**src/verilog/dcic_pkg.sv**
```systemverilog
/*
  Package of the data-clock input control block: register addresses, reset
  values, write masks, register field layouts, serial port states and timing.
  Assumes a 40 MHz core clock and a 16-bit serial frame (R/W, 7-bit address,
  8-bit data, most significant bit first).
*/
package dcic_pkg;

  // ************************************************************
  // Register map
  // ************************************************************
  localparam logic [6:0] ADDR_SCLK_CTRL = 7'h02;
  localparam logic [6:0] ADDR_DCLK_CTRL = 7'h03;
  localparam logic [7:0] SCLK_CTRL_RST = 8'h00;
  localparam logic [7:0] DCLK_CTRL_RST = 8'h00;
  // Only writable bits survive a write; status and reserved bits stay zero
  localparam logic [7:0] SCLK_WR_MASK = 8'hf1;
  localparam logic [7:0] DCLK_WR_MASK = 8'h75;
  localparam logic [7:0] RD_UNMAPPED = 8'h00;

  typedef struct packed {
    logic term_on;
    logic drive_sel;
    logic ratio_sel;
    logic out_disable;
    logic [1:0] rsvd;
    logic present;
    logic powerdown;
  } dcic_sclk_reg_t;

  typedef struct packed {
    logic rsvd_hi;
    logic [2:0] delay_trim;
    logic rsvd_lo;
    logic quad_sel;
    logic present;
    logic rx_enable;
  } dcic_dclk_reg_t;

  typedef enum {DCIC_SPI_HDR, DCIC_SPI_DATA, DCIC_SPI_DONE} dcic_spi_st_t;

  // ************************************************************
  // Timing
  // ************************************************************
  localparam int CLK_PERIOD_PS = 25000;
  localparam int DET_WIN_NS = 1000;
  localparam int DET_WIN_CYC = (DET_WIN_NS * 1000 + CLK_PERIOD_PS - 1) / CLK_PERIOD_PS;
  localparam int SCLK_MIN_MHZ = 50;
  localparam int DCLK_MIN_MHZ = 25;
  localparam int SCLK_MIN_EDGES = SCLK_MIN_MHZ * DET_WIN_NS / 1000;
  localparam int DCLK_MIN_EDGES = DCLK_MIN_MHZ * DET_WIN_NS / 1000;
  localparam int DLY_BASE_PS = 400;
  localparam int DLY_STEP_PS = 85;
  localparam int SPI_PHASE_BITS = 8;

endpackage

```
**src/verilog/dcic_clk_detect.sv**
```systemverilog
/*
  Clock presence detector: counts rising edges of a sampled clock over a
  fixed window and flags presence when enough edges were seen.
  Assumes the watched clock is already synchronous to the core clock.
*/
`timescale 1ns/1ps
module dcic_clk_detect
  import dcic_pkg::*;
#(
  parameter int WIN_CYC = DET_WIN_CYC,
  parameter int MIN_EDGES = SCLK_MIN_EDGES
)
(
  // Clock and reset
  input wire logic clk,
  input wire logic rst_n,
  // Watched clock
  input wire logic enable,
  input wire logic clk_smp,
  // Result
  output logic present
);

  localparam int CW = $clog2(WIN_CYC + 1);
  localparam logic [CW-1:0] WIN_LAST = CW'(WIN_CYC - 1);
  localparam logic [CW-1:0] EDGE_MIN = CW'(MIN_EDGES);

  logic prev_q, prev_d;
  logic [CW-1:0] win_q, win_d;
  logic [CW-1:0] edges_q, edges_d;
  logic present_q, present_d;

  always_comb
  begin
    prev_d = clk_smp;
    win_d = win_q + 1'b1;
    edges_d = edges_q;
    present_d = present_q;
    if (clk_smp && !prev_q && edges_q != '1)
    begin
      edges_d = edges_q + 1'b1;
    end
    if (!enable)
    begin
      // A powered-down receiver reports no clock at once
      win_d = '0;
      edges_d = '0;
      present_d = 1'b0;
    end
    else if (win_q == WIN_LAST)
    begin
      // Judge before clearing, so an edge in the last cycle still counts
      present_d = (edges_d >= EDGE_MIN);
      win_d = '0;
      edges_d = '0;
    end
  end

  always_ff @(posedge clk or negedge rst_n)
  begin
    if (!rst_n)
    begin
      prev_q <= 1'b0;
      win_q <= '0;
      edges_q <= '0;
      present_q <= 1'b0;
    end
    else
    begin
      prev_q <= prev_d;
      win_q <= win_d;
      edges_q <= edges_d;
      present_q <= present_d;
    end
  end

  assign present = present_q;
endmodule // dcic_clk_detect

```
**src/verilog/dcic_top.sv**
```systemverilog
/*
  Clock-side control of the converter: serial register port for the sample
  clock / divided clock output register and the data clock input register,
  both clock presence detectors, the divide-by-2/4 clock output, DDR capture
  of data words and the data clock delay setting.
  Assumes all pins are synchronous to MCLK_IN and the host keeps clock ratios.
*/
`timescale 1ns/1ps
module dcic_top
  import dcic_pkg::*;
#(
  parameter int CODE_W = 16,
  parameter int WIN_CYC_P = DET_WIN_CYC,
  parameter int SCLK_EDGES_P = SCLK_MIN_EDGES,
  parameter int DCLK_EDGES_P = DCLK_MIN_EDGES
)
(
  // Clock and reset
  input wire logic MCLK_IN,
  input wire logic RSTN_IN,
  // Serial register port
  input wire logic SPI_CS_N_IN,
  input wire logic SPI_SCK_IN,
  input wire logic SPI_SDI_IN,
  output logic SPI_SDO_OUT,
  output logic SPI_SDO_OE_N_OUT,
  // Clocks and data from outside
  input wire logic SAMPLE_CLOCK_IN,
  input wire logic LVDS_DATA_CLOCK_IN,
  input wire logic [CODE_W-1:0] DATA_PORT_IN,
  input wire logic PATTERN_GEN_ENABLE_IN,
  // Divided clock output
  output logic DIVIDED_CLOCK_OUT,
  output logic DIVCLK_OE_N_OUT,
  output logic DIVCLK_DRIVE_HI_OUT,
  output logic DIVCLK_TERM_ON_OUT,
  // Data path
  output logic [CODE_W-1:0] DAC_CODE_OUT,
  output logic CODE_STROBE_OUT,
  output logic DATAPATH_RESET_OUT,
  output logic [9:0] DCLK_DELAY_PS_OUT
);

  // ************************************************************
  // Clock detectors
  // ************************************************************
  logic sclk_ok, dclk_ok;
  dcic_sclk_reg_t sclk_reg_q, sclk_reg_d;
  dcic_dclk_reg_t dclk_reg_q, dclk_reg_d;

  dcic_clk_detect #(.WIN_CYC(WIN_CYC_P), .MIN_EDGES(SCLK_EDGES_P)) u_sclk_det (
    .clk(MCLK_IN),
    .rst_n(RSTN_IN),
    .enable(!sclk_reg_q.powerdown),
    .clk_smp(SAMPLE_CLOCK_IN),
    .present(sclk_ok)
  );

  dcic_clk_detect #(.WIN_CYC(WIN_CYC_P), .MIN_EDGES(DCLK_EDGES_P)) u_dclk_det (
    .clk(MCLK_IN),
    .rst_n(RSTN_IN),
    .enable(dclk_reg_q.rx_enable),
    .clk_smp(LVDS_DATA_CLOCK_IN),
    .present(dclk_ok)
  );

  // ************************************************************
  // Serial port
  // ************************************************************
  dcic_spi_st_t st_q, st_d;
  logic [2:0] cnt_q, cnt_d;
  logic [6:0] sh_q, sh_d;
  logic rw_q, rw_d;
  logic [6:0] addr_q, addr_d;
  logic [7:0] rd_q, rd_d;
  logic sck_q;
  logic sdo_q, sdo_d;
  logic oe_n_q, oe_n_d;
  logic wr_go, rd_load;
  logic [7:0] wdata, rd_val;
  logic sck_rise, sck_fall;

  assign sck_rise = !SPI_CS_N_IN && SPI_SCK_IN && !sck_q;
  assign sck_fall = !SPI_CS_N_IN && !SPI_SCK_IN && sck_q;
  assign wdata = {sh_q, SPI_SDI_IN};

  // Status bits are inserted live so a read shows the detector now
  always_comb
  begin
    dcic_sclk_reg_t s;
    dcic_dclk_reg_t d;
    s = sclk_reg_q;
    d = dclk_reg_q;
    s.present = sclk_ok;
    d.present = dclk_ok;
    unique case (addr_d)
      ADDR_SCLK_CTRL: rd_val = s;
      ADDR_DCLK_CTRL: rd_val = d;
      default: rd_val = RD_UNMAPPED;
    endcase
  end

  always_comb
  begin
    st_d = st_q;
    cnt_d = cnt_q;
    sh_d = sh_q;
    rw_d = rw_q;
    addr_d = addr_q;
    rd_d = rd_q;
    sdo_d = sdo_q;
    wr_go = 1'b0;
    rd_load = 1'b0;
    if (SPI_CS_N_IN)
    begin
      st_d = DCIC_SPI_HDR;
      cnt_d = '0;
    end
    else if (sck_rise && st_q != DCIC_SPI_DONE)
    begin
      sh_d = wdata[6:0];
      cnt_d = cnt_q + 1'b1;
      if (cnt_q == 3'(SPI_PHASE_BITS - 1))
      begin
        unique case (st_q)
          DCIC_SPI_HDR:
          begin
            rw_d = sh_q[6];
            addr_d = wdata[6:0];
            rd_load = 1'b1;
            st_d = DCIC_SPI_DATA;
          end
          DCIC_SPI_DATA:
          begin
            wr_go = !rw_q;
            st_d = DCIC_SPI_DONE;
          end
          DCIC_SPI_DONE:
          begin
            st_d = DCIC_SPI_DONE;
          end
        endcase
      end
    end
    if (rd_load)
    begin
      rd_d = rd_val;
    end
    else if (sck_fall && st_q == DCIC_SPI_DATA)
    begin
      sdo_d = rd_q[7];
      rd_d = {rd_q[6:0], 1'b0};
    end
    oe_n_d = !(!SPI_CS_N_IN && rw_d && st_d != DCIC_SPI_HDR);
  end

  always_ff @(posedge MCLK_IN or negedge RSTN_IN)
  begin
    if (!RSTN_IN)
    begin
      st_q <= DCIC_SPI_HDR;
      cnt_q <= '0;
      sh_q <= '0;
      rw_q <= 1'b0;
      addr_q <= '0;
      rd_q <= '0;
      sck_q <= 1'b0;
      sdo_q <= 1'b0;
      oe_n_q <= 1'b1;
    end
    else
    begin
      st_q <= st_d;
      cnt_q <= cnt_d;
      sh_q <= sh_d;
      rw_q <= rw_d;
      addr_q <= addr_d;
      rd_q <= rd_d;
      sck_q <= SPI_SCK_IN;
      sdo_q <= sdo_d;
      oe_n_q <= oe_n_d;
    end
  end

  // ************************************************************
  // Control registers
  // ************************************************************
  always_comb
  begin
    sclk_reg_d = sclk_reg_q;
    dclk_reg_d = dclk_reg_q;
    if (wr_go && addr_q == ADDR_SCLK_CTRL)
    begin
      sclk_reg_d = dcic_sclk_reg_t'(wdata & SCLK_WR_MASK);
    end
    if (wr_go && addr_q == ADDR_DCLK_CTRL)
    begin
      dclk_reg_d = dcic_dclk_reg_t'(wdata & DCLK_WR_MASK);
    end
  end

  always_ff @(posedge MCLK_IN or negedge RSTN_IN)
  begin
    if (!RSTN_IN)
    begin
      sclk_reg_q <= dcic_sclk_reg_t'(SCLK_CTRL_RST);
      dclk_reg_q <= dcic_dclk_reg_t'(DCLK_CTRL_RST);
    end
    else
    begin
      sclk_reg_q <= sclk_reg_d;
      dclk_reg_q <= dclk_reg_d;
    end
  end

  // ************************************************************
  // Divided clock output
  // ************************************************************
  logic sclk_prev_q, div_cnt_q, div_cnt_d, div_q, div_d, sclk_rise;
  logic oe_div_n_q, oe_div_n_d, drv_q, term_q;

  assign sclk_rise = SAMPLE_CLOCK_IN && !sclk_prev_q && !sclk_reg_q.powerdown;

  always_comb
  begin
    div_cnt_d = div_cnt_q;
    div_d = div_q;
    if (sclk_rise)
    begin
      // Ratio one toggles every sample edge, ratio zero every second one
      div_cnt_d = !div_cnt_q;
      if (sclk_reg_q.ratio_sel || div_cnt_q)
      begin
        div_d = !div_q;
      end
    end
    oe_div_n_d = sclk_reg_q.out_disable;
  end

  always_ff @(posedge MCLK_IN or negedge RSTN_IN)
  begin
    if (!RSTN_IN)
    begin
      sclk_prev_q <= 1'b0;
      div_cnt_q <= 1'b0;
      div_q <= 1'b0;
      oe_div_n_q <= 1'b0;
      drv_q <= 1'b0;
      term_q <= 1'b0;
    end
    else
    begin
      sclk_prev_q <= SAMPLE_CLOCK_IN;
      div_cnt_q <= div_cnt_d;
      div_q <= div_d;
      oe_div_n_q <= oe_div_n_d;
      drv_q <= sclk_reg_q.drive_sel;
      term_q <= sclk_reg_q.term_on;
    end
  end

  // ************************************************************
  // Data capture
  // ************************************************************
  logic dclk_prev_q, dclk_edge, path_rst;
  logic [CODE_W-1:0] code_q, code_d;
  logic stb_q, stb_d, prst_q;
  logic [9:0] dly_q, dly_d;

  // Both edges capture a word; the delay itself is analog, only reported here
  assign dclk_edge = LVDS_DATA_CLOCK_IN != dclk_prev_q;
  assign path_rst = !sclk_ok || (!dclk_ok && !PATTERN_GEN_ENABLE_IN);

  always_comb
  begin
    code_d = code_q;
    stb_d = 1'b0;
    if (path_rst)
    begin
      code_d = '0;
    end
    else if (dclk_edge && dclk_ok)
    begin
      code_d = DATA_PORT_IN;
      stb_d = 1'b1;
    end
    if (dclk_reg_q.quad_sel)
    begin
      dly_d = '0;
    end
    else
    begin
      dly_d = 10'(DLY_BASE_PS + DLY_STEP_PS * int'($signed(dclk_reg_q.delay_trim)));
    end
  end

  always_ff @(posedge MCLK_IN or negedge RSTN_IN)
  begin
    if (!RSTN_IN)
    begin
      dclk_prev_q <= 1'b0;
      code_q <= '0;
      stb_q <= 1'b0;
      prst_q <= 1'b1;
      dly_q <= '0;
    end
    else
    begin
      dclk_prev_q <= LVDS_DATA_CLOCK_IN;
      code_q <= code_d;
      stb_q <= stb_d;
      prst_q <= path_rst;
      dly_q <= dly_d;
    end
  end

  assign SPI_SDO_OUT = sdo_q;
  assign SPI_SDO_OE_N_OUT = oe_n_q;
  assign DIVIDED_CLOCK_OUT = div_q;
  assign DIVCLK_OE_N_OUT = oe_div_n_q;
  assign DIVCLK_DRIVE_HI_OUT = drv_q;
  assign DIVCLK_TERM_ON_OUT = term_q;
  assign DAC_CODE_OUT = code_q;
  assign CODE_STROBE_OUT = stb_q;
  assign DATAPATH_RESET_OUT = prst_q;
  assign DCLK_DELAY_PS_OUT = dly_q;
endmodule // dcic_top

```
**config.mk**
```make
export PLATFORM = sky130hd
export DESIGN_NAME = dcic_top
export DESIGN_NICKNAME = d
export VERILOG_FILES = /design/src/verilog/dcic_pkg.sv /design/src/verilog/dcic_clk_detect.sv /design/src/verilog/dcic_top.sv
export SDC_FILE = /design/constraint.sdc
export NUM_CORES = 1
export LEC_CHECK = 0
export BUFFER_PORTS_ARGS = -buffer_cell sky130_fd_sc_hd__buf_2
export CELL_PAD_IN_SITES_DETAIL_PLACEMENT = 1
export CELL_PAD_IN_SITES_GLOBAL_PLACEMENT = 1
export CORE_MARGIN = 2
export CORE_UTILIZATION = 43
export CTS_CLUSTER_SIZE = 24
export DETAILED_ROUTE_END_ITERATION = 8
export HOLD_SLACK_MARGIN = 0.05
export PLACE_DENSITY_LB_ADDON = 0.1
export SLEW_MARGIN = 40
export SYNTH_ARGS = -nofsm -noshare
export SYNTH_HDL_FRONTEND = slang
export SYNTH_SLANG_ARGS = --single-unit
export TNS_END_PERCENT = 100
```
**constraint.sdc**
```tcl
create_clock -name MCLK_IN -period 1.8 [get_ports MCLK_IN]
set_input_delay 0 -clock MCLK_IN [delete_from_list [all_inputs] [get_ports MCLK_IN]]
set_output_delay 0 -clock MCLK_IN [all_outputs]
set_load 0.005 [all_outputs]
```
# Word level (Yosys, flattened, before mapping)
# Index checks and enable logic that the tools add are counted.
[classes] mul=1 eq_ne=15 n_mux=44 reduce_logical=42 bitwise_logic=2 order_cmp=2 n_addsub=6
[op_table] op="32-bit 2-to-1 mux" count=3
[op_table] op="32-bit by 2-bit == test with 1-bit output, second input constant" count=2
[op_table] op="32-bit case mux with 2 select lines" count=1
[op_table] op="6-bit 2-to-1 mux" count=10
[op_table] op="32-bit by 1-bit == test with 1-bit output, second input constant" count=1
[op_table] op="32-bit logical NOT" count=1
[op_table] op="16-bit 2-to-1 mux" count=2
[op_table] op="32-bit by 3-bit != test with 1-bit output, second input constant" count=1
[op_table] op="32-bit nonzero test" count=1
[op_table] op="7-bit by 2-bit == test with 1-bit output, second input constant" count=4
[op_table] op="7-bit 2-to-1 mux" count=4
[op_table] op="6-bit by 1-bit adder with 6-bit output, second input constant" count=4
[op_table] op="1-bit 2-to-1 mux" count=18
[op_table] op="1-bit logical AND" count=17
[op_table] op="8-bit 2-to-1 mux" count=2
[op_table] op="8-bit case mux with 2 select lines" count=1
[op_table] op="1-bit logical NOT" count=13
[op_table] op="6-bit == test, second input constant" count=2
[op_table] op="6-bit != test, second input constant" count=2
[op_table] op="10-bit adder, first input constant" count=1
[op_table] op="8-bit by 3-bit multiplier with 10-bit output, first input constant" count=1
[op_table] op="10-bit 2-to-1 mux" count=1
[op_table] op="2-bit nonzero test" count=4
[op_table] op="6-bit by 5-bit >= comparator with 1-bit output, second input constant" count=1
[op_table] op="10 further kinds" count=15
[word_totals] register_bits=132 out_inout_bits=34 word_cells=146 inputBits=24

# Logic depth before layout (Yosys ltp)
[logic_depth] word_depth=9 depth_mapped=10 depth_no_buf=10

# By module
# From an unflattened synthesis, not the netlist that was laid out.
[hier_totals] hier_cells=569 hier_area_um2=6278.5
[modules_own_cells] module="dcic_top" instances=1 seq_area_each_um2=2655.0 area_each_um2=4777.1 cells_each=423
[modules_own_cells] module="dcic_clk_detect at u_dclk_det" instances=1 seq_area_each_um2=350.3 area_each_um2=792.0 cells_each=75
[modules_own_cells] module="dcic_clk_detect at u_sclk_det" instances=1 seq_area_each_um2=350.3 area_each_um2=709.4 cells_each=71

# Worst setup path before layout
# No wires, ideal clock.
[synth_path] path_type="register to register" from="reg dclk_reg_q[5] in the netlist's numbering" to="reg dly_q[9] (netlist: DCLK_DELAY_PS_OUT[9])" path_stages_with_launch=11 path_slack_ns=-0.194 synth_period_minus_slack_ns=1.994 setup_ns=0.132 t_required_ns=1.668 arrival_time_ns=1.863 n_path_buf=0 cell_sequence="dfrtp_1 > ha_1 > inv_1 > ha_1 > inv_1 > ha_1 > a21oi_1 > a2111oi_0 > o21ai_0 > xor2_1 > nor2_1"
[synth_between] elab_chain_len=3
[synth_lines] item="start: declaration" line="dcic_top.sv:49" text="dcic_dclk_reg_t dclk_reg_q, dclk_reg_d;"
[synth_lines] item="start signal: assignment" line="dcic_top.sv:207" text="dclk_reg_q <= dcic_dclk_reg_t'(DCLK_CTRL_RST);"
[synth_lines] item="start signal: assignment" line="dcic_top.sv:212" text="dclk_reg_q <= dclk_reg_d;"
[synth_lines] item="8-bit by 3-bit multiplier with 10-bit output" line="dcic_top.sv:293" text="dly_d = 10'(DLY_BASE_PS + DLY_STEP_PS * int'($signed(dclk_reg_q.delay_trim)));"
[synth_lines] item="10-bit adder" line="dcic_top.sv:293"
[synth_lines] item="10-bit 2-to-1 mux" line="dcic_top.sv:287" text="if (dclk_reg_q.quad_sel)"
[synth_lines] item="net dly_d[9]" line="dcic_top.sv:268" text="logic [9:0] dly_q, dly_d;"
[synth_lines] item="end signal: assignment" line="dcic_top.sv:313" text="dly_q <= dly_d;"
[synth_lines] item="end: declaration" line="dcic_top.sv:268"
# The timed path passes the listed nets, and every way through them passes these cells.
# A chain may end at the register's enable or synchronous reset.

# Final worst setup path
[layout_path] from="reg st_q[31]" to="reg sh_q[4]"
[layout_between] elab_chain_len=3
[layout_lines] item="start: declaration" line="dcic_top.sv:70" text="dcic_spi_st_t st_q, st_d;"
[layout_lines] item="start signal: assignment" line="dcic_top.sv:173" text="st_q <= st_d;"
[layout_lines] item="32-bit by 3-bit != test with 1-bit output" line="dcic_top.sv:119" text="else if (sck_rise && st_q != DCIC_SPI_DONE)"
[layout_lines] item="1-bit logical AND" line="dcic_top.sv:119"
[layout_lines] item="2-bit AND reduction (no source line)"
[layout_lines] item="end signal: assignment" line="dcic_top.sv:163" text="sh_q <= '0;"
[layout_lines] item="end signal: assignment" line="dcic_top.sv:175" text="sh_q <= sh_d;"
[layout_lines] item="end: declaration" line="dcic_top.sv:72" text="logic [6:0] sh_q, sh_d;"
# Every way passes these cells.

==> qor.txt <==
Die Wd: 119 µm
Worst VDD drop: 544 µV
Clock Pin Slew Worst Setup and Hold Paths: 0.06 ns
vias in the first global route: 4585
Congestion Overflow GR: 0
worst-path fanout max: 5
total CTS buffers: 17
Placeable Area: 12700 µm²
CTS Buffer Depth: 2
Static Leak: 3.86 nW
RePlAce Congestion: 0.728
Area contributors post-synth: dfrtp_1 57%, mux2_2 6.6%, and2_1 4.3%, ha_1 3.8%, nor2_1 3.1%
multi-input logic area: 2640 µm²
Sequential Area: 3310 µm²
critical path type: reg2reg
synthesized area per cell: 12.1 µm²
FFs w/ async S/R, synth: 100%
outcome: finished, violations left
Pwr Total: 7.44 mW
Final Cycle Share: 114%
RSZ-0062 raised after global routing: yes
worst min path class: in2reg
Detail Placement HPWL: 8.42 mm
# fillers: 1297
violated checks: setup timing
setup ws final: -0.247 ns
worst setup slack after placement: -0.305 ns
vias per std cell: 5.20
critical path cell sequence: nor4_4, and4_4, nand2_4, o21ai_4, clkbuf_16, mux2_4
wire per inst: 17.8 µm
critical path's largest stage delay: 0.40 ns
synthesized instance count: 467
# nets final: 656
Slew HR: 53.9%
# IOs: 58
Starting Density: 44.6%
critical path data required time: 2.10 ns
YS warnings: 0
antenna violations before repair: 0
total power divided by cell area: 941 nW/µm²
clock latency on the worst-skew pair: 0.42 ns
initial drt markers: 175
CP Launch Type: register
overall routing resource usage: 21.6%
Die Span Y: 119 µm
mapped cell area: 5670 µm²
DRC Markers: 0
H-Tree Depth: 4
TritonRoute pass-1 iters: 4
fmax: 0.488 GHz
largest net degree at the start of global routing: 50
Finished Layout Cells: 800
EDFF count, synth: 0
CTS tree: yes
dpl cells: 729
post-route ant nets: 0
Die ar.: 14100 µm²
Slowest-stage cell, CP: dfrtp_1
fin util: 62.1%
Root Driver: clkbuf_16
cell row count: 41
Most used DFF post-synth: dfrtp_1
Cell variety after synth: 47
Critical Path AT: 2.35 ns
Sink Count: 132
CP endpoint kind: register
# setup viols final: 70
Least-Margin Pin Slew: 0.692 ns
#FFs+latches synth: 132
sequential share of the synthesized area: 58.3%
Synth area leader: dfrtp_1
ant diodes: 0
Commonest cells post-synth: 130 x dfrtp_1, 47 x nor2_1, 39 x and2_1
placed cell areas: 6540 µm²
Hold Fails Final Rpt: 0
most common cell in the netlist: dfrtp_1
share of cells above drive strength 1: 39.0%
Yosys top cell area share: 57.4%
PortBufs: 57
Clock Skews: 0.00648 ns
Post-Layout Inst Area: 7900 µm²
global-route wire length before repair: 23.7 mm
Layout area overhead: 39.4%
Routed WL: 14.3 mm
Max-Cap Viols: 0
via count: 4162
minimum clock period: 2.05 ns
Max Slew Vio Count: 0
Synth Net Count: 508
## stage by stage
step	TNS, ns	hold slack (ns)
final	-11.07	0.0597
after global routing	-17.12	0.0839
after CTS	-8.46	0.0591
after detailed placement	-12.30	0.0732
after global placement	-9.52	0.0666
after floorplan	-1.41	-0.296
## flip-flops by register name, summed over array words and instances, names as in the netlist, 3 cells and up
signal,cells
DAC_CODE_OUT,16
DCLK_DELAY_PS_OUT,10
addr_q,7
cnt_q,3
dclk_reg_q,5
rd_q,8
sclk_reg_q,4
sh_q,7
st_q,32
u_dclk_det.edges_q,6
u_dclk_det.win_q,6
u_sclk_det.edges_q,6
u_sclk_det.win_q,6
## logic make-up (layout without fill, tap and decap cells)
group / after synthesis / count (layout) / share of synthesized area [%]
and+or+nand+nor: 173 / 173 / 17.6
AOI/OAI and AO/OA: 57 / 57 / 7.44
DFF: 132 / 132 / 58.3
buffers and inverters: 27 / 188 / 1.85
muxes: 39 / 39 / 7.61
adders and majority gates: 17 / 17 / 3.75
xor gates and xnor gates: 22 / 22 / 3.40
## where the power goes
| part | internal [mW] | switching, mW |
|---|---|---|
| logic | 0.387 | 0.368 |
| clock network | 2.21 | 1.23 |
| registers | 3.10 | 0.139 |
## final cells by class
cell class	count	area share (%)
Multi-Input combinational cell	308	33.4
Clock inverter	9	1.27
Sequential cell	132	41.8
Timing Repair Buffer	141	13.7
Tap cell	172	2.72
Clock buffer	23	6.30
Inverter	15	0.713
## routing by layer
layer	part of all wire [%]	track usage [%]
met5	0	0
met4	1.2	7.44
met3	3.3	4.98
met2	52	37.4
met1	43	26.5
## placed cells by master, fill, tap and decap left out, drive strengths merged, types with 3 or more instances in the layout
master	n
a22o	19
nor4	10
dlygate4sd3	22
clkbuf	24
a221o	4
nor3b	3
mux2	33
nand2b	4
a31oi	3
nor2b	9
nand3	16
mux2i	6
a21oi	10
nand4	5
and4	3
buf	118
and2	39
nor2	48
ha	17
nand2	21
dfrtp	130
o21ai	13
inv	15
nor3	8
xnor2	12
clkinv	5
xor2	10
## critical path: cells and delay by family, from the launching register on
family,cells,cell delay [ns]
mux,1,0.29
simple gates,3,0.80
buf+inv,1,0.20
flops,1,0.40
compound gates,1,0.24
## path summary, 6_finish.rpt
| check | startpoint | end | slack (ns) | cells past startpoint |
|---|---|---|---|---|
| setup / recovery | st_q[31] | sh_q[4] | -0.25 | 6 |
| hold / removal | SPI_SDI_IN | sh_q[0] | 0.06 | 2 |
| setup reg to reg | st_q[31] | sh_q[4] | -0.25 | 6 |
| hold reg to reg | oe_div_n_d | DIVCLK_OE_N_OUT | 0.41 | 0 |
| max in group asynchronous | RSTN_IN | u_sclk_det.edges_q[5] | 0.95 | 3 |
| min in group asynchronous | RSTN_IN | u_dclk_det.edges_q[1] | 0.16 | 2 |
## timing repair
item,4_1_cts,5_1_grt
hold buffers,22,0
gates resized for setup,63,30
endpoints found under the hold margin,70,0
cloned,3,1
pin swaps,11,22
setup buffers,9,6
setup endpoints to repair,72,77
Note: power is estimated with default switching activity, not from simulation.
